$ cat src/pcab_pkg.sv
// Constants, encodings and carrier types of the config access and burst sequencer
package pcab_pkg;

   // ==============================
   // Widths
   localparam int ADDR_W = 21;
   localparam int DATA_W = 16;
   localparam int CNT_W = 6;

   // ==============================
   // Addresses and register selection
   localparam logic [20:0] TOP_ADDR = 21'h1F_FFFF;
   localparam logic [20:0] ZERO_ADDR = 21'h00_0000;
   localparam int SEL_HI = 19;
   localparam int SEL_LO = 18;
   localparam logic [1:0] PIN_SEL_RCR = 2'h0;
   localparam logic [1:0] PIN_SEL_DEVICE_IDENT_REG = 2'h1;
   localparam logic [1:0] PIN_SEL_BCR = 2'h2;
   localparam logic [15:0] SW_SEL_RCR = 16'h0000;
   localparam logic [15:0] SW_SEL_BCR = 16'h0001;
   localparam logic [15:0] SW_SEL_DEVICE_IDENT_REG = 16'h0002;

   // ==============================
   // Reset values
   localparam logic [15:0] BCR_RESET = 16'h9D1F;
   localparam logic [15:0] RCR_RESET = 16'h0010;
   localparam logic [15:0] ZERO_WORD = 16'h0000;

   // ==============================
   // Bus configuration fields
   localparam int BL_LSB = 0;
   localparam int BL_MSB = 2;
   localparam int WRAP_BIT = 3;
   localparam logic [2:0] BL_4 = 3'h1;
   localparam logic [2:0] BL_8 = 3'h2;
   localparam logic [2:0] BL_16 = 3'h3;
   localparam logic [2:0] BL_32 = 3'h4;
   localparam logic [2:0] BL_CONT = 3'h7;
   localparam logic [5:0] WORDS_4 = 6'h04;
   localparam logic [5:0] WORDS_8 = 6'h08;
   localparam logic [5:0] WORDS_16 = 6'h10;
   localparam logic [5:0] WORDS_32 = 6'h20;
   localparam logic [5:0] WORDS_CONT = 6'h00;

   // ==============================
   // Software sequence states
   typedef enum logic [1:0] {
      SEQ_IDLE = 2'b00,
      SEQ_RD1 = 2'b01,
      SEQ_RD2 = 2'b10,
      SEQ_WR3 = 2'b11
   } pcab_seq_t;

   // ==============================
   // Carriers
   typedef struct packed {
      logic write;
      logic [20:0] addr;
      logic [15:0] wdata;
   } pcab_op_t;

   typedef struct packed {
      logic write;
      logic [20:0] addr;
      logic [15:0] wdata;
   } pcab_arr_t;

endpackage

$ cat src/pcab_core.sv
// Config register access, software access sequence and burst address sequencer
// What this block does
// - Load happens only after read, read, write, write at the top address.
// - Read sequence is the same but fourth operation reads the register.
// - Sequence operations target 1FFFFFh and leave that array word unchanged.
// - Third write data 0000h picks refresh, 0001h bus config, 0002h identification.
// - Fourth operation moves register bits 15:0 in or out.
// - Pin-selected register access stays usable alongside the sequence.
// - Other selector values may overwrite the top array word.
// - Bus configuration resets to 9D1Fh.
// - Bus config reached by select pin with 10b or selector 0001h.
// - All sixteen bus config bits read back exactly as written.
// - Burst length and wrap apply to reads and writes alike.
// - Length field picks 4, 8, 16, 32 words or continuous; continuous default.
// - Continuous bursts step linearly and roll over to address zero.
// - Bit 3 picks wrap within length at zero, sequential at one.
// - Wrap increments only the low bits covering the burst length.
// - Unwrapped fixed bursts cross boundaries and roll over to zero.
// - Select pin high addresses registers, low addresses the array.
// - Pin access bits 19:18: 00 refresh, 10 bus config, 01 identification.
module pcab_core #(
   parameter logic [15:0] IDENT_VALUE = 16'h0A5C // Arbitrary identification value
) (
   input wire logic sys_clk, // Clock
   input wire logic rst_b, // Power-up reset, active low
   input wire logic config_reg_select, // High: register space
   input wire logic op_valid, // Operation offered, sampled on sys_clk
   output logic op_ready, // Operation taken when high
   input wire pcab_pkg::pcab_op_t op_req, // Operation kind, address, data
   output logic arr_valid, // Array request pulse
   output pcab_pkg::pcab_arr_t arr_req, // Array request fields
   input wire logic arr_rvalid, // Array read data returned
   input wire logic [15:0] arr_rdata, // Array read data
   output logic rsp_valid, // Read data available
   input wire logic rsp_ready, // Receiver takes read data
   output logic [15:0] rsp_data, // Read data
   input wire logic burst_start, // Start a burst
   input wire logic [20:0] burst_start_addr, // First word address
   input wire logic burst_adv, // Move to next word
   input wire logic burst_stop, // End burst early
   output logic burst_active, // Burst in progress
   output logic [20:0] burst_addr, // Current burst word address
   output logic [15:0] bus_config, // Bus configuration contents
   output logic [15:0] refresh_config // Refresh configuration contents
);
   import pcab_pkg::*;

   // Elaboration check of the identification value
   if (IDENT_VALUE == 16'h0000) begin : g_bad_ident
      $error("pcab_core: IDENT_VALUE must not be zero");
   end

   // ========================================
   // State
   typedef struct packed {
      logic [15:0] bus_config_reg;
      logic [15:0] refresh_config_reg;
      pcab_seq_t seq;
      logic [15:0] sel;
      logic pend;
      logic arr_valid;
      pcab_arr_t arr;
      logic b_active;
      logic [20:0] b_addr;
      logic [5:0] b_left;
      logic [5:0] b_len;
      logic b_wrap;
   } pcab_state_t;

   pcab_state_t st_reg;
   pcab_state_t st_next;

   // ========================================
   // Helper functions

   // Burst length code to word count, zero meaning continuous
   function automatic logic [5:0] len_words(input logic [2:0] code);
      logic [5:0] w;
      w = WORDS_CONT;
      unique case (code)
         BL_4: w = WORDS_4;
         BL_8: w = WORDS_8;
         BL_16: w = WORDS_16;
         BL_32: w = WORDS_32;
         default: w = WORDS_CONT;
      endcase
      return w;
   endfunction

   // Next word address of a burst
   function automatic logic [20:0] next_addr(input logic [20:0] a, input logic [5:0] len,
                                             input logic wrap);
      logic [20:0] mask;
      logic [20:0] inc;
      mask = {15'h0000, len - 6'h01};
      inc = a + 21'h00_0001;
      if (wrap && (len != WORDS_CONT)) begin
         return (a & ~mask) | (inc & mask);
      end
      return inc;
   endfunction

   // Register contents by software selector
   function automatic logic [15:0] sw_read(input logic [15:0] s, input logic [15:0] b,
                                           input logic [15:0] r);
      logic [15:0] v;
      v = ZERO_WORD;
      if (s == SW_SEL_RCR) v = r;
      else if (s == SW_SEL_BCR) v = b;
      else if (s == SW_SEL_DEVICE_IDENT_REG) v = IDENT_VALUE;
      return v;
   endfunction

   // Register contents by pin selector
   function automatic logic [15:0] pin_read(input logic [1:0] s, input logic [15:0] b,
                                            input logic [15:0] r);
      logic [15:0] v;
      v = ZERO_WORD;
      unique case (s)
         PIN_SEL_RCR: v = r;
         PIN_SEL_BCR: v = b;
         PIN_SEL_DEVICE_IDENT_REG: v = IDENT_VALUE;
         default: v = ZERO_WORD;
      endcase
      return v;
   endfunction

   // Selector names a register
   function automatic logic sel_ok(input logic [15:0] s);
      return (s == SW_SEL_RCR) || (s == SW_SEL_BCR) || (s == SW_SEL_DEVICE_IDENT_REG);
   endfunction

   // ========================================
   // Response path
   logic buf_in_ready;
   logic buf_in_valid;
   logic [15:0] buf_in_data;
   logic take;
   logic at_top;
   logic reg_rd;
   logic [15:0] reg_rd_data;

   // Operations stall while a word is owed or no room for a reply
   assign op_ready = buf_in_ready && !st_reg.pend;
   assign take = op_valid && op_ready;
   assign at_top = (op_req.addr == TOP_ADDR);

   pcab_resp_buf #(
      .WIDTH(DATA_W)
   ) u_resp_buf (
      .clk(sys_clk),
      .rst_b(rst_b),
      .in_valid(buf_in_valid),
      .in_ready(buf_in_ready),
      .in_data(buf_in_data),
      .out_valid(rsp_valid),
      .out_ready(rsp_ready),
      .out_data(rsp_data)
   );

   // Register reads: pin path or fourth sequence read
   always_comb begin
      reg_rd = 1'b0;
      reg_rd_data = ZERO_WORD;
      if (take && !op_req.write) begin
         if (config_reg_select) begin
            reg_rd = 1'b1;
            reg_rd_data = pin_read(op_req.addr[SEL_HI:SEL_LO], st_reg.bus_config_reg,
                                   st_reg.refresh_config_reg);
         end else if (st_reg.seq == SEQ_WR3 && at_top && sel_ok(st_reg.sel)) begin
            reg_rd = 1'b1;
            reg_rd_data = sw_read(st_reg.sel, st_reg.bus_config_reg,
                                  st_reg.refresh_config_reg);
         end
      end
   end

   // Register reply or array return into the buffer
   assign buf_in_valid = reg_rd || arr_rvalid;
   assign buf_in_data = reg_rd ? reg_rd_data : arr_rdata;

   // ========================================
   // Next state
   always_comb begin
      st_next = st_reg;
      st_next.arr_valid = 1'b0;
      if (arr_rvalid) begin
         st_next.pend = 1'b0;
      end

      // Operation handling
      if (take) begin
         if (config_reg_select) begin
            // Pin path, sequence state left alone
            if (op_req.write) begin
               unique case (op_req.addr[SEL_HI:SEL_LO])
                  PIN_SEL_BCR: st_next.bus_config_reg = op_req.wdata;
                  PIN_SEL_RCR: st_next.refresh_config_reg = op_req.wdata;
                  default: st_next.bus_config_reg = st_reg.bus_config_reg;
               endcase
            end
         end else begin
            // Array path by default
            st_next.arr_valid = 1'b1;
            st_next.arr.write = op_req.write;
            st_next.arr.addr = op_req.addr;
            st_next.arr.wdata = op_req.wdata;
            st_next.pend = !op_req.write;
            st_next.seq = SEQ_IDLE;
            if (at_top) begin
               unique case (st_reg.seq)
                  SEQ_IDLE: begin
                     if (!op_req.write) st_next.seq = SEQ_RD1;
                  end
                  SEQ_RD1: begin
                     if (!op_req.write) st_next.seq = SEQ_RD2;
                  end
                  SEQ_RD2: begin
                     if (op_req.write) begin
                        st_next.seq = SEQ_WR3;
                        st_next.sel = op_req.wdata;
                        if (sel_ok(op_req.wdata)) begin
                           st_next.arr_valid = 1'b0;
                        end
                        // Bad selector still reaches the array
                        st_next.pend = 1'b0;
                     end
                  end
                  SEQ_WR3: begin
                     if (sel_ok(st_reg.sel)) begin
                        st_next.arr_valid = 1'b0;
                        st_next.pend = 1'b0;
                        if (op_req.write) begin
                           if (st_reg.sel == SW_SEL_BCR) begin
                              st_next.bus_config_reg = op_req.wdata;
                           end else if (st_reg.sel == SW_SEL_RCR) begin
                              st_next.refresh_config_reg = op_req.wdata;
                           end
                        end
                     end
                  end
               endcase
            end
         end
      end

      // Burst sequencing, same for read and write bursts
      if (burst_start) begin
         st_next.b_active = 1'b1;
         st_next.b_addr = burst_start_addr;
         st_next.b_len = len_words(st_reg.bus_config_reg[BL_MSB:BL_LSB]);
         st_next.b_left = len_words(st_reg.bus_config_reg[BL_MSB:BL_LSB]);
         st_next.b_wrap = !st_reg.bus_config_reg[WRAP_BIT];
      end else if (burst_stop) begin
         st_next.b_active = 1'b0;
      end else if (burst_adv && st_reg.b_active) begin
         st_next.b_addr = next_addr(st_reg.b_addr, st_reg.b_len, st_reg.b_wrap);
         if (st_reg.b_len != WORDS_CONT) begin
            st_next.b_left = st_reg.b_left - 6'h01;
            if (st_reg.b_left == 6'h01) begin
               st_next.b_active = 1'b0;
            end
         end
      end
   end

   // ========================================
   // State register
   always_ff @(posedge sys_clk or negedge rst_b) begin
      if (!rst_b) begin
         st_reg <= '0;
         st_reg.bus_config_reg <= BCR_RESET;
         st_reg.refresh_config_reg <= RCR_RESET;
         st_reg.seq <= SEQ_IDLE;
         st_reg.arr.addr <= ZERO_ADDR;
      end else begin
         st_reg <= st_next;
      end
   end

   // ========================================
   // Outputs
   assign arr_valid = st_reg.arr_valid;
   assign arr_req = st_reg.arr;
   assign burst_active = st_reg.b_active;
   assign burst_addr = st_reg.b_addr;
   assign bus_config = st_reg.bus_config_reg;
   assign refresh_config = st_reg.refresh_config_reg;
endmodule

$ cat src/pcab_resp_buf.sv
// Two-entry response buffer with valid and ready on both sides
module pcab_resp_buf #(
   parameter int WIDTH = 16
) (
   input wire logic clk, // Clock
   input wire logic rst_b, // Async reset, active low
   input wire logic in_valid, // Word offered
   output logic in_ready, // Room for a word
   input wire logic [WIDTH-1:0] in_data, // Word in
   output logic out_valid, // Word held
   input wire logic out_ready, // Receiver takes word
   output logic [WIDTH-1:0] out_data // Oldest word
);
   // Elaboration check of the word width
   if (WIDTH < 1) begin : g_bad_width
      $error("pcab_resp_buf: WIDTH must be positive");
   end

   typedef struct packed {
      logic [1:0] cnt;
      logic [WIDTH-1:0] d0;
      logic [WIDTH-1:0] d1;
   } pcab_buf_st_t;

   pcab_buf_st_t st_reg;
   pcab_buf_st_t st_next;
   logic push;
   logic pop;

   // Handshakes from occupancy
   assign in_ready = (st_reg.cnt != 2'h2);
   assign out_valid = (st_reg.cnt != 2'h0);
   assign out_data = st_reg.d0;
   assign push = in_valid && in_ready;
   assign pop = out_valid && out_ready;

   // Shift on pop, fill first free slot on push
   always_comb begin
      st_next = st_reg;
      if (pop) begin
         st_next.d0 = st_reg.d1;
      end
      unique case ({push, pop})
         2'b10: begin
            if (st_reg.cnt == 2'h0) st_next.d0 = in_data;
            else st_next.d1 = in_data;
            st_next.cnt = st_reg.cnt + 2'h1;
         end
         2'b01: st_next.cnt = st_reg.cnt - 2'h1;
         2'b11: begin
            if (st_reg.cnt == 2'h1) st_next.d0 = in_data;
            else st_next.d1 = in_data;
         end
         2'b00: st_next.cnt = st_reg.cnt;
      endcase
   end

   // State register
   always_ff @(posedge clk or negedge rst_b) begin
      if (!rst_b) begin
         st_reg <= '0;
      end else begin
         st_reg <= st_next;
      end
   end
endmodule

$ cat config.mk
export PLATFORM = sky130hd
export DESIGN_NAME = pcab_core
export DESIGN_NICKNAME = d
export VERILOG_FILES = /design/src/pcab_pkg.sv /design/src/pcab_core.sv /design/src/pcab_resp_buf.sv
export SDC_FILE = /design/constraint.sdc
export NUM_CORES = 1
export LEC_CHECK = 0
export ABC_AREA = 0
export BUFFER_PORTS_ARGS = -buffer_cell sky130_fd_sc_hd__buf_2
export CORE_ASPECT_RATIO = 0.7
export CORE_MARGIN = 2
export CORE_UTILIZATION = 53
export DETAILED_ROUTE_END_ITERATION = 10
export PLACE_DENSITY = 0.9
export SETUP_SLACK_MARGIN = 0.02
export SLEW_MARGIN = 20
export SYNTH_ARGS = -nofsm -noshare
export SYNTH_HDL_FRONTEND = slang
export SYNTH_SLANG_ARGS = --single-unit
$ cat constraint.sdc
create_clock -name sys_clk -period 6.5 [get_ports sys_clk]
set_clock_uncertainty 0.2 [all_clocks]
set_input_delay 0.975 -clock sys_clk [delete_from_list [all_inputs] [get_ports sys_clk]]
set_output_delay 0.975 -clock sys_clk [all_outputs]
set_load 0.005 [all_outputs]
* Word level (Yosys, flattened, before mapping) *
Index checks and enable logic that the tools add are counted.

word-level totals
  logic and storage cells = 151
  bits in read-only memories = 0
  bits in writable memories = 0
  memories = 0
  latch bits = 0
  register bits = 159

operators by class
  reduce and logical (&&, ||, !) cells = 44
  shift-type cells = 0
  multipliers = 0
  multiplexer cells = 54
  magnitude comparators = 0
  bitwise logic cells = 5
  div/mod/pow operators = 0
  equal/unequal tests = 26
  add/subtract/negate cells = 5

operator list
  operator                                                                 count
  16-bit 2-to-1 mux                                                        17
  32-bit 2-to-1 mux                                                        5
  40-bit 2-to-1 mux                                                        2
  32-bit case mux with 2 select lines                                      1
  28-bit 2-to-1 mux                                                        2
  52-bit 2-to-1 mux                                                        1
  16-bit case mux with 3 select lines                                      1
  21-bit 2-to-1 mux                                                        2
  16-bit by 1-bit equality test with 1-bit output (second input constant)  2
  16-bit by 2-bit equality test with 1-bit output (second input constant)  2
  16-bit zero test                                                         2
  27-bit 2-to-1 mux                                                        1
  6-bit case mux with 4 select lines                                       1
  21-bit by 1-bit adder with 21-bit output (second input constant)         1
  21-bit bitwise AND                                                       1
  21-bit by 6-bit bitwise AND with 21-bit output                           1
  21-bit equality test (second input constant)                             1
  6-bit inverter with 21-bit output                                        1
  21-bit OR                                                                1
  20-bit 2-to-1 mux                                                        1
  2-bit nonzero test                                                       10
  1-bit 2-to-1 mux                                                         13
  12-bit 2-to-1 mux                                                        1
  6-bit by 1-bit subtractor with 6-bit output (second input constant)      2
  other kinds (26)                                                         62

* Logic depth before layout (Yosys ltp) *
  depth in word-level cells = 12
  mapped depth = 16
  gate-level depth less buffers = 13

* Modules after synthesis *
From an unflattened synthesis, not the netlist that was laid out.

unflattened totals
  cells, all modules = 891
  area, all modules = 8886.0 um^2

modules (own cells, without submodules)
  module         area each (um^2)  cells each  times used
  pcab_core      7085.5            726         1
  pcab_resp_buf  1800.5            165         1

* Least setup slack after synthesis *
OpenSTA, ideal clock, no wires.

  kind = input port to flip-flop
  start point = input port op_req[32] in the netlist's numbering
  end point = register u_resp_buf.st_reg (netlist bit u_resp_buf.out_data[11])
  buffers on the path = 3
  slack = 2.413 ns
  cell stages on the path = 15
  setup time = 0.090 ns
  arrival time = 3.797 ns
  cell sequence = nand4_1 or4_4 o41ai_4 and2_1 buf_6 buf_6 nor2_1 nor2_1 ha_1 clkbuf_1 mux2i_1 nor2_1 nor2_1 a211oi_1 o221ai_1

RTL lines
  element                 line                 source
  start: declaration      pcab_core.sv:29      input wire pcab_pkg::pcab_op_t op_req,
  end signal: assignment  pcab_resp_buf.sv:63  st_reg <= st_next;
  end: declaration        pcab_resp_buf.sv:25  pcab_buf_st_t st_reg;

==> summary.txt <==
STA
  – Final cycle utilization of the critical path: roughly 74%
  – Setup TNS after final layout: 0 ps
  – Final count of negative-setup-slack endpoints: 0
  – Number of hold violations in the final report: 0
  – Highest attainable clock frequency: around 210 MHz
  – Setup repair after global routing missed its margin: false
  – Final worst-path setup slack: 1711 ps
  – Slew at the pin closest to its max-slew limit: 1094 ps
  – Normalized max-slew margin: around a quarter
  – Max Transition Viols Final: 0
  – Final critical-path required period: 4789 ps

Power and ir drop
  – Leakage component of the power: approximately 4.7 nW
  – Max VDD drop: 0.1852 mV
  – Final total power: 0.003702 W
  – Power density cells: between 300 and 400 mW/mm²

CTS
  – Later-pin clock latency in the skew report: roughly 420 ps
  – Total CTS buffers: 17
  – Clock Tree Root: sky130_fd_sc_hd__clkbuf_16
  – Post CTS Setup Buffer Count: 0
  – Resized cells post-CTS: 0
  – Clock-pin slew on the worst setup and hold paths: roughly 60 ps
  – Sink Count: approximately 160
  – TritonCTS clock tree: yes
  – Deepest level of the CTS H-tree: 4
  – Clock tree buffer depth: 2
  – Hold buffer count at CTS: 0

Yosys
  – Number of storage elements in the synthesis netlist: ~160
  – Synth Cell Area: roughly 0.0088 mm²
  – Synthesized area per cell: around 9.4 µm²
  – Most used flip-flop cell after synthesis: sky130_fd_sc_hd__dfrtp_1
  – Synth cell types: slightly below 60
  – Yosys top cell area share: between 40% and 50%
  – Post-synth EDFFs: 0
  – Post-synthesis instance total: 936
  – Post-synth top area cell: sky130_fd_sc_hd__dfrtp_1
  – Yosys synthesis warning count: 0
  – Ys async rst share: 100.0%
  – Number of nets produced by synthesis: 1031
  – Synth top area cells: sky130_fd_sc_hd__dfrtp_1 (42%), sky130_fd_sc_hd__buf_4 (9.5%), sky130_fd_sc_hd__nand2_1 (7.4%), sky130_fd_sc_hd__mux2_2 (6.7%), sky130_fd_sc_hd__o21ai_0 (4.6%)
  – Sequential share of the synthesized area: approximately 45%

Drt
  – Remaining DRCs: 0
  – Via total after detailed routing: ~7.0k
  – Total wirelength of the detailed-routed design: between 20 and 25 mm
  – Number of DRC markers after the initial detailed-route iteration: about 680
  – Average wire per cell in the routed design: roughly 18 µm
  – Antenna viol nets, final: 0
  – Ratio of routed vias to standard cells: between 5 and 6
  – First-pass detailed-route iteration total: 5

GRT
  – Vias in the first global route: between 6k and 7k
  – Wire length of the first global-routing pass: roughly 36 mm
  – Global-route met2 utilization: around 38%
  – Global route overflow: 0
  – Global routing met1 resource utilization: between 30% and 40%
  – Overall routing resource usage: 25.82%
  – Met3 track demand over resource: 6.345%
  – Initial antenna violation count: 0
  – Highest-utilization routing layer at the global route stage: met2
  – Pin count of the biggest net entering global routing: between 100 and 150

Placed design
  – Final Wtd Congestion: around 0.88
  – Pre-CTS setup slack: 1347 ps
  – HPWL Detailed: 15.97 mm
  – PortBufs: just under 200

Floorplanning
  – Floorplan Core Area: ~0.016 mm²
  – Initial cell density of the core: 54.03%
  – Num ports: about 200
  – Floorplan row count: 39
  – Die Y-Extent: approximately 110 µm
  – Horiz. Die Dim: roughly 160 µm
  – Overall die area: between 0.015 and 0.02 mm²

Final layout
  – Layout overhead on the synthesized area: 10.52%
  – # nets final: 1099
  – Share of cells above drive strength 1: between 20 and 30%
  – Flip-flop count of the largest register after layout: 38
  – Final design utilization: about three fifths

Critical path
  – Register-to-Register Setup Slack: 1980 ps
  – Largest delay contributor family on the critical path: compound AO/OA/AOI/OAI gates
  – CP peak stage delay: 810 ps
  – Arrival time of data at the critical path endpoint: roughly 4800 ps
  – Reg2Reg Launch Point: st_reg[78]
  – Category of the worst setup path capture point: register
  – Worst-path maximum fanout: between 40 and 50
  – Reg-to-reg endpoint: u_resp_buf.out_data[15]
  – Required time of the worst setup path: 6540 ps
  – Number of buffer and inverter instances along the worst setup path: 2
  – Reg2reg path depth: 12
  – Worst Setup Start Kind: input port
  – Slowest cell on the critical path: sky130_fd_sc_hd__a21oi_1
  – Cell seen most often among critical-path stages: sky130_fd_sc_hd__nor2_1
  – Chain of cells forming the critical path: buf_2 > nand3_1 > or4_4 > o41ai_4 > and2_1 > buf_4 > nor2_1 > nor2_1 > ha_1 > mux2i_1 > a21oi_1 > o22ai_1
  – Worst setup path category: in2reg

Hold path
  – Worst min-delay path endpoint: arr_req[28]
  – Path class of the lowest-slack min-delay path: reg2reg
  – Hold Path Stages: 2
  – HP Start: arr_req[28]

Run
  – Max-capacitance violation count: 0

Outcome
  – Outcome: finished clean
[area by class of cell]
type	instances	area (µm²)
inverters	26	97.59
clock inverters	9	161.4
repair buffers	201	1030
multi-input cells	601	3730
fillers	1387	6546
clock buffers	23	457.9
well taps	225	281.5
flip-flops and latches	157	3943
diodes	1	2.502
[per-stage QoR]
stage	hold WS [ps]	area (µm²)	cells
final	268.2	9703	1243
after global routing	292.9	9701	1242
after CTS	272.1	9692	1242
after detailed placement	256.8	9072	1210
after global placement	252.8	9072	1210
after floorplan	246.9	8780	936
[cell usage after synthesis (all sizes together), types with 14 or more instances]
cell type,n
o21ai,87
nor2,42
nor2b,21
xnor2,17
o22ai,14
nand4,14
nand2,174
mux2,52
buf,118
nand3,15
dfrtp,146
mux2i,25
clkbuf,34
inv,24
[worst reg2reg max path: cells and delay by family (launching register included)]
kind                       cells  cell delay (ps)
AOI/OAI and AO/OA              3             1450
adders and majority gates      1              460
buffers and inverters          2              620
DFF                            1              390
muxes                          1              320
and+or+nand+nor                5              900
[power breakdown]
part	total (W)	switching [W]	internal, W
combinational	0.00114	0.000637	0.000503
clock	0.00105	0.000394	0.000656
sequential	0.00151	0.000217	0.00129
[logic make-up (layout without fill, tap and decap cells)]
kind of cell             after synthesis  count (layout)  share of synthesized area, %
adder cells (fa/ha/maj)               11              11                         1.568
multiplexers                          77              77                         9.520
XOR/XNOR                              28              28                         2.793
flip-flops                           157             157                         44.91
buffers and inverters                178             259                         12.74
AO/OA/AOI/OAI                        163             163                         11.47
other                                  0               1                             0
AND/OR/NAND/NOR                      322             322                         17.00
[cells in the final DEF (no fill, tap or decap), drive strengths merged, types with 5 or more instances in the layout]
cell type and n:
nand3 15, nand3b 6, o22ai 14, nor2b 21, clkbuf 23, nor2 42, a211oi 7, nor3 7
buf 201, mux2 52, nand2 174, nor4 12, and3 13, o221ai 5, o211ai 5, inv 25
xnor2 17, xor2 11, a31oi 6, ha 11, a21oi 12, nand4 14, mux2i 25, dfstp 11
dfrtp 146, o21ai 87
[how the worst max path moves through the flow]
| stage | start | endpoint | slack, ps | cells after the start |
|---|---|---|---|---|
| final | op_req[34] | u_resp_buf.out_data[15] | 1710 | 12 |
| after detailed placement | op_req[34] | u_resp_buf.out_data[15] | 1350 | 12 |
| after CTS | op_req[34] | u_resp_buf.out_data[15] | 1760 | 12 |
| after global routing | op_req[35] | u_resp_buf.out_data[15] | 1420 | 12 |
| after global placement | op_req[35] | u_resp_buf.out_data[15] | 1580 | 12 |
| after floorplan | op_req[32] | u_resp_buf.out_data[11] | 2410 | 15 |
[routing by layer]
| layer | share of wire [%] | vias to the layer above | wire [µm] |
|---|---|---|---|
| met3 | 8.2 | 35 | 1811 |
| met4 | 2.1 | 0 | 467 |
| met1 | 45 | 3348 | 10070 |
| met2 | 44 | 322 | 9823 |
| li1 | - | 3250 | - |
| met5 | 0 | - | 0 |
No activity file was read; power rests on OpenSTA's default activity.
